===== config.mk =====
export PLATFORM = sky130hd
export DESIGN_NAME = vtc_trim_bank
export DESIGN_NICKNAME = d
export VERILOG_FILES = /design/src/common/vtc_pkg.sv /design/src/common/vtc_trim_if.sv /design/src/rtl/vtc_trim_bank.sv /design/src/rtl/vtc_trim_store.sv
export VERILOG_INCLUDE_DIRS = /design/src /design/src/common
export SDC_FILE = /design/constraint.sdc
export NUM_CORES = 1
export LEC_CHECK = 0
export ABC_AREA = 1
export BUFFER_PORTS_ARGS = -buffer_cell sky130_fd_sc_hd__buf_2
export CAP_MARGIN = 20
export CORE_MARGIN = 2
export CORE_UTILIZATION = 50
export DETAILED_ROUTE_END_ITERATION = 12
export PLACE_DENSITY = 0.86
export SETUP_SLACK_MARGIN = 0.3
export SLEW_MARGIN = 5
export SYNTH_ARGS = -nofsm -noshare
export SYNTH_HDL_FRONTEND = slang
export SYNTH_SLANG_ARGS = --single-unit
export TNS_END_PERCENT = 1

===== constraint.sdc =====
create_clock -name pclk -period 1.42 [get_ports pclk]
set_clock_uncertainty 0.05 [all_clocks]
set_input_delay 0.071 -clock pclk [delete_from_list [all_inputs] [get_ports pclk]]
set_output_delay 0.071 -clock pclk [all_outputs]
set_load 0.02 [all_outputs]

===== src/common/vtc_consts.svh =====
// Constants for the cell-voltage trim coefficient bank: offsets, bit masks,
// field positions and reset values. Included by the package users.
`ifndef VTC_CONSTS_SVH
`define VTC_CONSTS_SVH

// Register offsets (register indices; byte address is four times these)
`define VTC_OFF_O1B0 8'h52
`define VTC_OFF_O1HI_O2LO 8'h54
`define VTC_OFF_O2MID 8'h55
`define VTC_OFF_O2HI_O3LO 8'h56
`define VTC_OFF_O3HI 8'h57
`define VTC_OFF_O4LO 8'h58
`define VTC_OFF_O4HI_OFFLO 8'h59
`define VTC_OFF_OFFMID 8'h5A
`define VTC_OFF_OFFHI 8'h5B

// Bus address width and number of stored bytes
`define VTC_ADDR_W 12
`define VTC_SLOTS 9

// Reset value of every stored byte
`define VTC_TRIM_RST 8'h00

// Bits that hold trim data in each stored byte
`define VTC_MASK_FULL 8'hFF
`define VTC_MASK_O1B0 8'h80
`define VTC_MASK_O3HI 8'h7F
`define VTC_MASK_OFFHI 8'h03

// Field positions inside the stored bytes
`define VTC_O1B0_POS 7
`define VTC_O2LO_POS 5
`define VTC_O3LO_POS 3
`define VTC_OFFLO_POS 4

`endif


===== src/common/vtc_pkg.sv =====
// Types shared by the trim coefficient bank and its byte store.
// Assumes the constants header is included before this package is used.
`include "vtc_consts.svh"

package vtc_pkg;

   // One stored byte per coefficient fragment register
   typedef enum logic [3:0] {
      VTC_SLOT_O1B0,
      VTC_SLOT_O1HI_O2LO,
      VTC_SLOT_O2MID,
      VTC_SLOT_O2HI_O3LO,
      VTC_SLOT_O3HI,
      VTC_SLOT_O4LO,
      VTC_SLOT_O4HI_OFFLO,
      VTC_SLOT_OFFMID,
      VTC_SLOT_OFFHI
   } vtc_slot_e;

   typedef logic [7:0] vtc_byte_t;

   typedef struct packed {
      logic hit;
      vtc_slot_e slot;
   } vtc_dec_s;

   // Byte store state: trim image plus registered read data
   typedef struct packed {
      logic [`VTC_SLOTS-1:0][7:0] img;
      vtc_byte_t rd_data;
   } vtc_store_s;

   // Bus side state
   typedef struct packed {
      logic err;
      logic loaded;
   } vtc_bank_s;

endpackage


===== src/common/vtc_trim_if.sv =====
// Link between the bus front end and the trim byte store.
// Assumes both ends run on the same clock.
`timescale 1ns/1ps
`include "vtc_consts.svh"

interface vtc_trim_if;
   logic rd_en;
   logic rd_hit;
   vtc_pkg::vtc_slot_e rd_slot;
   vtc_pkg::vtc_byte_t rd_data;
   logic ld_en;
   vtc_pkg::vtc_slot_e ld_slot;
   vtc_pkg::vtc_byte_t ld_data;
   logic [`VTC_SLOTS-1:0][7:0] img;

   modport ctrl (
      output rd_en, rd_hit, rd_slot, ld_en, ld_slot, ld_data,
      input rd_data, img
   );
   modport store (
      input rd_en, rd_hit, rd_slot, ld_en, ld_slot, ld_data,
      output rd_data, img
   );
endinterface


===== src/rtl/vtc_trim_bank.sv =====
// Read-only bank of temperature trim coefficients for the first cell
// voltage channel, reached over APB, with a load port for trim values.
// Assumes trim loads come from logic on pclk; APB master keeps to the bus protocol.
//
// Implementation choice: register access over APB.
`timescale 1ns/1ps
`include "vtc_consts.svh"

module vtc_trim_bank (
   input wire logic pclk,
   input wire logic presetn,
   input wire logic psel,
   input wire logic penable,
   input wire logic pwrite,
   input wire logic [`VTC_ADDR_W-1:0] paddr,
   input wire logic [31:0] pwdata,
   input wire logic [3:0] pstrb,
   output logic pready,
   output logic [31:0] prdata,
   output logic pslverr,
   input wire logic trim_load_valid,
   input wire logic [7:0] trim_load_addr,
   input wire logic [7:0] trim_load_data,
   output logic [13:0] gain_order2_coeff,
   output logic [11:0] gain_order3_coeff,
   output logic [11:0] gain_order4_coeff,
   output logic [13:0] offset_order0_coeff,
   output logic [4:0] gain_order1_coeff_hi,
   output logic gain_order1_coeff_lsb
);

   vtc_pkg::vtc_bank_s st_r;
   vtc_pkg::vtc_bank_s st_nxt;
   vtc_pkg::vtc_dec_s bus_dec;
   vtc_pkg::vtc_dec_s ld_dec;
   logic bus_aligned;
   logic setup_ph;
   logic access_ph;
   logic [`VTC_SLOTS-1:0][7:0] img;

   vtc_trim_if tif ();

   // Register index to stored byte; anything else misses
   function automatic vtc_pkg::vtc_dec_s vtc_decode(input logic [7:0] off);
      vtc_pkg::vtc_dec_s d;
      d.hit = 1'b1;
      d.slot = vtc_pkg::VTC_SLOT_O1B0;
      unique case (off)
         `VTC_OFF_O1B0: d.slot = vtc_pkg::VTC_SLOT_O1B0;
         `VTC_OFF_O1HI_O2LO: d.slot = vtc_pkg::VTC_SLOT_O1HI_O2LO;
         `VTC_OFF_O2MID: d.slot = vtc_pkg::VTC_SLOT_O2MID;
         `VTC_OFF_O2HI_O3LO: d.slot = vtc_pkg::VTC_SLOT_O2HI_O3LO;
         `VTC_OFF_O3HI: d.slot = vtc_pkg::VTC_SLOT_O3HI;
         `VTC_OFF_O4LO: d.slot = vtc_pkg::VTC_SLOT_O4LO;
         `VTC_OFF_O4HI_OFFLO: d.slot = vtc_pkg::VTC_SLOT_O4HI_OFFLO;
         `VTC_OFF_OFFMID: d.slot = vtc_pkg::VTC_SLOT_OFFMID;
         `VTC_OFF_OFFHI: d.slot = vtc_pkg::VTC_SLOT_OFFHI;
         default: d.hit = 1'b0;
      endcase
      return d;
   endfunction

   // Bus address decode: word aligned, upper bits zero
   assign bus_aligned = (paddr[1:0] == 2'b00) && (paddr[`VTC_ADDR_W-1:10] == '0);
   assign bus_dec = vtc_decode(paddr[9:2]);
   assign ld_dec = vtc_decode(trim_load_addr);
   assign setup_ph = psel && !penable;
   assign access_ph = psel && penable;

   // Read data is fetched in the setup phase so the access needs no wait state
   assign tif.rd_en = setup_ph && !pwrite;
   assign tif.rd_hit = bus_dec.hit && bus_aligned;
   assign tif.rd_slot = bus_dec.slot;

   // Only the trim load port writes the store; the bus never does
   assign tif.ld_en = trim_load_valid && ld_dec.hit;
   assign tif.ld_slot = ld_dec.slot;
   assign tif.ld_data = trim_load_data;

   vtc_trim_store u_store (
      .pclk(pclk),
      .presetn(presetn),
      .bus(tif.store)
   );

   // Error flag captured at setup; a write to a bank register is silently
   // ignored, an access to any other address reports an error
   always_comb begin
      st_nxt = st_r;
      if (setup_ph) begin
         st_nxt.err = !(bus_dec.hit && bus_aligned);
      end
      if (tif.ld_en) begin
         st_nxt.loaded = 1'b1;
      end
   end

   always_ff @(posedge pclk or negedge presetn) begin
      if (!presetn) begin
         st_r <= '{err: 1'b0, loaded: 1'b0};
      end else begin
         st_r <= st_nxt;
      end
   end

   // Zero wait states: data was registered during setup
   assign pready = 1'b1;
   assign prdata = {24'h000000, tif.rd_data};
   assign pslverr = access_ph && st_r.err;

   // Coefficients assembled from their fragments, high fragment first
   assign img = tif.img;
   assign gain_order2_coeff = {img[vtc_pkg::VTC_SLOT_O2HI_O3LO][2:0],
                               img[vtc_pkg::VTC_SLOT_O2MID],
                               img[vtc_pkg::VTC_SLOT_O1HI_O2LO][7:`VTC_O2LO_POS]};
   assign gain_order3_coeff = {img[vtc_pkg::VTC_SLOT_O3HI][6:0],
                               img[vtc_pkg::VTC_SLOT_O2HI_O3LO][7:`VTC_O3LO_POS]};
   assign gain_order4_coeff = {img[vtc_pkg::VTC_SLOT_O4HI_OFFLO][3:0],
                               img[vtc_pkg::VTC_SLOT_O4LO]};
   assign offset_order0_coeff = {img[vtc_pkg::VTC_SLOT_OFFHI][1:0],
                                 img[vtc_pkg::VTC_SLOT_OFFMID],
                                 img[vtc_pkg::VTC_SLOT_O4HI_OFFLO][7:`VTC_OFFLO_POS]};
   assign gain_order1_coeff_hi = img[vtc_pkg::VTC_SLOT_O1HI_O2LO][4:0];
   assign gain_order1_coeff_lsb = img[vtc_pkg::VTC_SLOT_O1B0][`VTC_O1B0_POS];
endmodule


===== src/rtl/vtc_trim_store.sv =====
// Byte store for the trim image with a registered read port.
// Assumes loads and reads come from logic on pclk.
`timescale 1ns/1ps
`include "vtc_consts.svh"

module vtc_trim_store (
   input wire logic pclk,
   input wire logic presetn,
   vtc_trim_if.store bus
);

   vtc_pkg::vtc_store_s st_r;
   vtc_pkg::vtc_store_s st_nxt;

   // Only bits that carry trim data are kept; spare bits stay zero
   function automatic vtc_pkg::vtc_byte_t vtc_mask(input vtc_pkg::vtc_slot_e s);
      vtc_pkg::vtc_byte_t m;
      m = `VTC_MASK_FULL;
      unique case (s)
         vtc_pkg::VTC_SLOT_O1B0: m = `VTC_MASK_O1B0;
         vtc_pkg::VTC_SLOT_O3HI: m = `VTC_MASK_O3HI;
         vtc_pkg::VTC_SLOT_OFFHI: m = `VTC_MASK_OFFHI;
         vtc_pkg::VTC_SLOT_O1HI_O2LO,
         vtc_pkg::VTC_SLOT_O2MID,
         vtc_pkg::VTC_SLOT_O2HI_O3LO,
         vtc_pkg::VTC_SLOT_O4LO,
         vtc_pkg::VTC_SLOT_O4HI_OFFLO,
         vtc_pkg::VTC_SLOT_OFFMID: m = `VTC_MASK_FULL;
         default: m = 8'h00;
      endcase
      return m;
   endfunction

   // Load path and read capture; unmapped reads return zero
   always_comb begin
      st_nxt = st_r;
      if (bus.ld_en) begin
         st_nxt.img[bus.ld_slot] = bus.ld_data & vtc_mask(bus.ld_slot);
      end
      if (bus.rd_en) begin
         st_nxt.rd_data = bus.rd_hit ? st_r.img[bus.rd_slot] : 8'h00;
      end
   end

   always_ff @(posedge pclk or negedge presetn) begin
      if (!presetn) begin
         st_r <= '{img: {`VTC_SLOTS{`VTC_TRIM_RST}}, rd_data: `VTC_TRIM_RST};
      end else begin
         st_r <= st_nxt;
      end
   end

   assign bus.rd_data = st_r.rd_data;
   assign bus.img = st_r.img;

endmodule


# == Word level (Yosys, flattened, before mapping) ==
# Memories as Yosys holds them, arrays and structs flattened.
# Cells that the tools add are included.
# op_classes
order_cmp,3
eq_ne,18
mux,11
bitwise,1
n_reduce_logical,15
# ops
op,count
equality test 8 x 7 -> 1 bit (second input constant),18
bitwise mux 72 bit,1
one-hot mux 4 bit (8 select lines),2
binary-select mux 8 bit (select 4 bit),1
demux 8 bit (select 4 bit),1
two-way mux 8 bit,4
OR reduction 9 bit,2
less-than comparator 4 x 5 -> 1 bit (second input constant),2
bitwise AND 8 bit,1
logical AND 1 bit,8
greater-or-equal comparator 4 x 1 -> 1 bit (second input constant),1
zero test 2 bit,2
zero test 1 bit,3
two-way mux 1 bit,2
# totals
ff_bits,81
romBits,128
inputBits,70
out_inout_bits,92
wordCells,60
mem_count,1
# mem_list
name,words,word_bits,read_ports,rd_clocked_by_memory_dff,write_ports,line_no,text
(name not given),16,8,1,0,0,vtc_trim_store.sv:19,unique case (s)

# == Logic depth before layout (Yosys ltp) ==
# depth
word_depth,7
ltp_mapped,12

# == By module ==
# From an unflattened synthesis, not the netlist that was laid out.
# unflattened
hier_cells,604
hier_area_um2,4406.7
# by_module_without_submodules
mod,instances,cells_each,area_per_inst_um2,seq_area_each_um2
vtc_trim_store,1,511,3890.0,2001.9
vtc_trim_bank,1,93,516.7,25.0

# == Worst setup path before layout ==
# Ideal clock, no wire load.
# synth_timing
kind,input to register
startpoint,input trim_load_addr[5]
endpoint,"register u_store.st_r, in the netlist u_store.bus.img[62]"
setup_time_ns,0.123
t_arrival_ns,1.198
required_ns,1.247
slack_ns,0.048
cell_stages,9
path_buffers,1
path_cell_list,nor2_1 nand3_2 bufinv_8 nand3_2 clkinv_4 nand4_4 buf_6 nand2_1 o21ai_2
# synth_via
elab_chain_len,7
word_cells_on_any_way,22
classes_between,2 x order compare; 9 x eq/ne; 6 x mux; 1 x bitwise; 3 x reduce/logical; 1 x memory
# synth_lines
element,line_no,text
start: declaration,vtc_trim_bank.sv:22,"input wire logic [7:0] trim_load_addr,"
equality test 8 x 7 -> 1 bit,vtc_trim_bank.sv:48,unique case (off)
one-hot mux 4 bit (8 select lines),vtc_trim_bank.sv:48,
less-than comparator 4 x 5 -> 1 bit (implied by the code) / greater-or-equal comparator 4 x 1 -> 1 bit (equally long branches),vtc_trim_store.sv:38,st_nxt.img[bus.ld_slot] = bus.ld_data & vtc_mask(bus.ld_slot);
logical AND 1 bit (implied by the code),vtc_trim_store.sv:38,
two-way mux 8 bit (implied by the code),vtc_trim_store.sv:38,
demux 8 bit (select 4 bit),-,
bitwise mux 72 bit,vtc_trim_store.sv:38,
end signal: assignment,vtc_trim_store.sv:47,"st_r <= '{img: {`VTC_SLOTS{`VTC_TRIM_RST}}, rd_data: `VTC_TRIM_RST};"
end signal: assignment,vtc_trim_store.sv:49,st_r <= st_nxt;
end: declaration,vtc_trim_store.sv:12,vtc_pkg::vtc_store_s st_r;
# Several ways; a longest one is shown, not always the timed one. The select of a mux whose other input is x is not followed.
# A chain may end at the register's enable or synchronous reset.

# == Worst setup path in the final report ==
# layout_timing
startpoint,"register u_store.st_r, in the netlist u_store.bus.img[46]"
endpoint,output gain_order4_coeff[6]
# layout_lines
element,line_no,text
end: declaration,vtc_trim_bank.sv:26,"output logic [11:0] gain_order4_coeff,"
# No word-level cell between the ends.

==> reports/qor.yml <==
run_status: "finished clean"
holdPathStages: 3
clock_sinks: 81
clock_latency_ns: 0.36
ys_types: 31
reg2reg_depth: 6
yosysSeqAreaShare: 0.436
path_max_fanout: 3
tightest_slew_ns: 0.507
synthToLayoutAreaGrowth_pct: 18.7
synthCells: 584
period_minus_slack_ns: 1.20
drv_slew: 0
routabilityCongestion: 0.965
fmaxAchievable_mhz: 833
rsz0062_at_grt: "yes"
n_antenna_cell: 0
grt_pass1_wl_um: 19500
tns_ns: 0
overflow: 0
critPathCaptureType: "output port"
ios: 162
cts_tree: "done"
path_clk_slew_ns: 0.08
avgViaCountPerCell: 5.40
synth_area_um2: 4650
final_nets: 740
die-area_um2: 10100
cp-start-kind: "flip-flop"
die_x_um: 100
start_util: 0.510
seq_power_share: 0.519
clkPwrFrac: 0.348
worst_hold_slack_ns: 0.0170
grt_max_degree: 31
cap_violations: 0
cts.htree.levels: 3
r2r_start: "u_store.bus.img[27]$_DFFE_PN0P_"
ys_seq_elements: 81
cell_internal_pwr_uw: 3330
criticalPathCategory: "reg2out"
post-route-drc-count: 0
antenna_found_initial: 0
min_delay_worst_endpoint: "u_store.bus.img[49]$_DFFE_PN0P_"
p_switching_uw: 1300
drtAntennaViolNets: 0
max-slew-margin-rel: 0.660
cts_buffer_depth: 2
leakage_uw: 0.00291
placementRows: 35
hpwl_um: 9250
grt_pass1_vias: 3863
core-area_um2: 9110
hp-class: "in2reg"
synth-warning-count: 0
power_density_nw_per_um2: 838
firstDrtPassIters: 6
drt-wirelength-per-cell_um: 16.5
die_height_um: 100
cts-root-buf: "clkbuf_8"
hp-start: "trim_load_data[1]"
port_buffers: 100
switching_share: 0.280
period_share: 0.845
r2r-end: "u_store.bus.rd_data[3]$_DFFE_PN0P_"
cts_buffers: 9
r2r_slack_ns: 0.27
setup_viol: 0
peakVddDrop_mv: 0.470
crit_required_ns: 1.30
cp_data_arrival_time_ns: 1.08
route.vias.total: 4245
synth_area_per_cell_um2: 7.96
wirelength_um: 13000
globalRouteTotalUtil: 0.251
pwr-share-comb: 0.133
drive_gt1_frac: 0.333
final_hold_viol_count: 0
drt_iter0_drc: 401
==> sequential cells by signal, indices dropped and copies added (netlist names) <==
register             cells
u_store.bus.img         72
u_store.bus.rd_data      8
st_r                     1
==> cells in the final DEF, fill, tap and decap left out, types with 5 or more instances in the layout <==
cell      count
nand3_1      52
inv_1        31
nand3_2       9
nor2_1       24
o21ai_1      48
inv_2        11
a21oi_1       6
o21ai_2       9
nand3_4       8
nor3_2        5
conb_1       25
nand2_2       9
buf_2        96
nand2_1     167
buf_12        9
clkbuf_8     11
dfrtp_1      81
buf_4        36
==> cell type report <==
cell class | instances | area [um2]
Tap cell | 111 | 139
Inverter | 46 | 205
Timing Repair Buffer | 149 | 1030
Fill cell | 770 | 3590
Clock inverter | 5 | 37.5
Multi-Input combinational cell | 383 | 1930
Clock buffer | 11 | 151
Sequential cell | 81 | 2030
==> worst max-delay path by stage <==
stage,start,to,slack [ns],cells past startpoint
6_report,u_store.bus.img[46]$_DFFE_PN0P_,gain_order4_coeff[6],0.22,2
5_1_grt,trim_load_addr[3],u_store.bus.img[17]$_DFFE_PN0P_,0.19,12
4_1_cts,u_store.bus.img[62]$_DFFE_PN0P_,offset_order0_coeff[10],0.27,2
3_5_place_dp,paddr[7],u_store.bus.rd_data[1]$_DFFE_PN0P_,-0.10,12
3_3_place_gp,paddr[7],u_store.bus.rd_data[1]$_DFFE_PN0P_,-0.05,12
2_1_floorplan,trim_load_addr[3],u_store.bus.img[62]$_DFFE_PN0P_,0.20,12
==> logic make-up (layout without fill, tap and decap cells) <==
family,after synthesis,after routing,share of synthesized area
compound gates,69,69,0.0832
buf+inv,146,211,0.201
flops,81,81,0.436
other cells,2,25,0.00162
simple gates,286,289,0.278
==> layer usage <==
metal,share of wire,global-route usage,up-vias
met5,0,0,-
met4,0.029,0.0727,0
met3,0.10,0.0515,36
met2,0.47,0.407,279
met1,0.40,0.344,1986
li1,-,-,1944
==> critical path: stages (launching register included) <==
cell and delay (ns):
dfrtp_1 0.43, buf_4 0.16, buf_4 0.15
==> through the flow <==
| step | total power [uW] | worst slack [ns] | util | std cells | instance area [um2] |
|---|---|---|---|---|---|
| floorplan | 2830 | 0.200 | - | 607 | 4830 |
| global placement | 3000 | -0.0454 | 0.563 | 759 | 5130 |
| finish | 4620 | 0.220 | 0.606 | 786 | 5520 |
| CTS | 4610 | 0.274 | 0.589 | 779 | 5370 |
| detailed placement | 3030 | -0.104 | 0.563 | 759 | 5130 |
| global route | 4830 | 0.190 | 0.606 | 786 | 5520 |
==> cells in the mapped netlist, drive strengths merged <==
cell type	n	share of area
a211oi	1	0.0016
a21boi	1	0.0016
a21oi	8	0.0086
and3	1	0.0013
buf	97	0.16
bufinv	1	0.0038
clkbuf	3	0.0024
clkinv	2	0.0027
conb	2	0.0016
dfrtp	81	0.44
inv	43	0.035
nand2	177	0.14
nand3	66	0.084
nand4	5	0.010
nor2	29	0.029
nor3	8	0.0097
o21a	1	0.0016
o21ai	58	0.070
==> power groups by stage <==
stage / Clock [uW] / Combinational, uW / Sequential, uW
floorplan: 0 / 380 / 2450
global placement: 0 / 557 / 2440
detailed placement: 0 / 581 / 2440
CTS: 1620 / 590 / 2400
global route: 1730 / 689 / 2400
finish: 1610 / 616 / 2400
==> what timing repair did <==
item | CTS | global route
gates resized for setup | 3 | 21
setup buffers | 1 | 3
pin swaps | 1 | 6
endpoints found under the setup margin | 8 | 86
hold buffers | 3 | 0
gates cloned | 0 | 4
endpoints found under the hold margin | 83 | 0
Power figures use the tool's default switching activity.
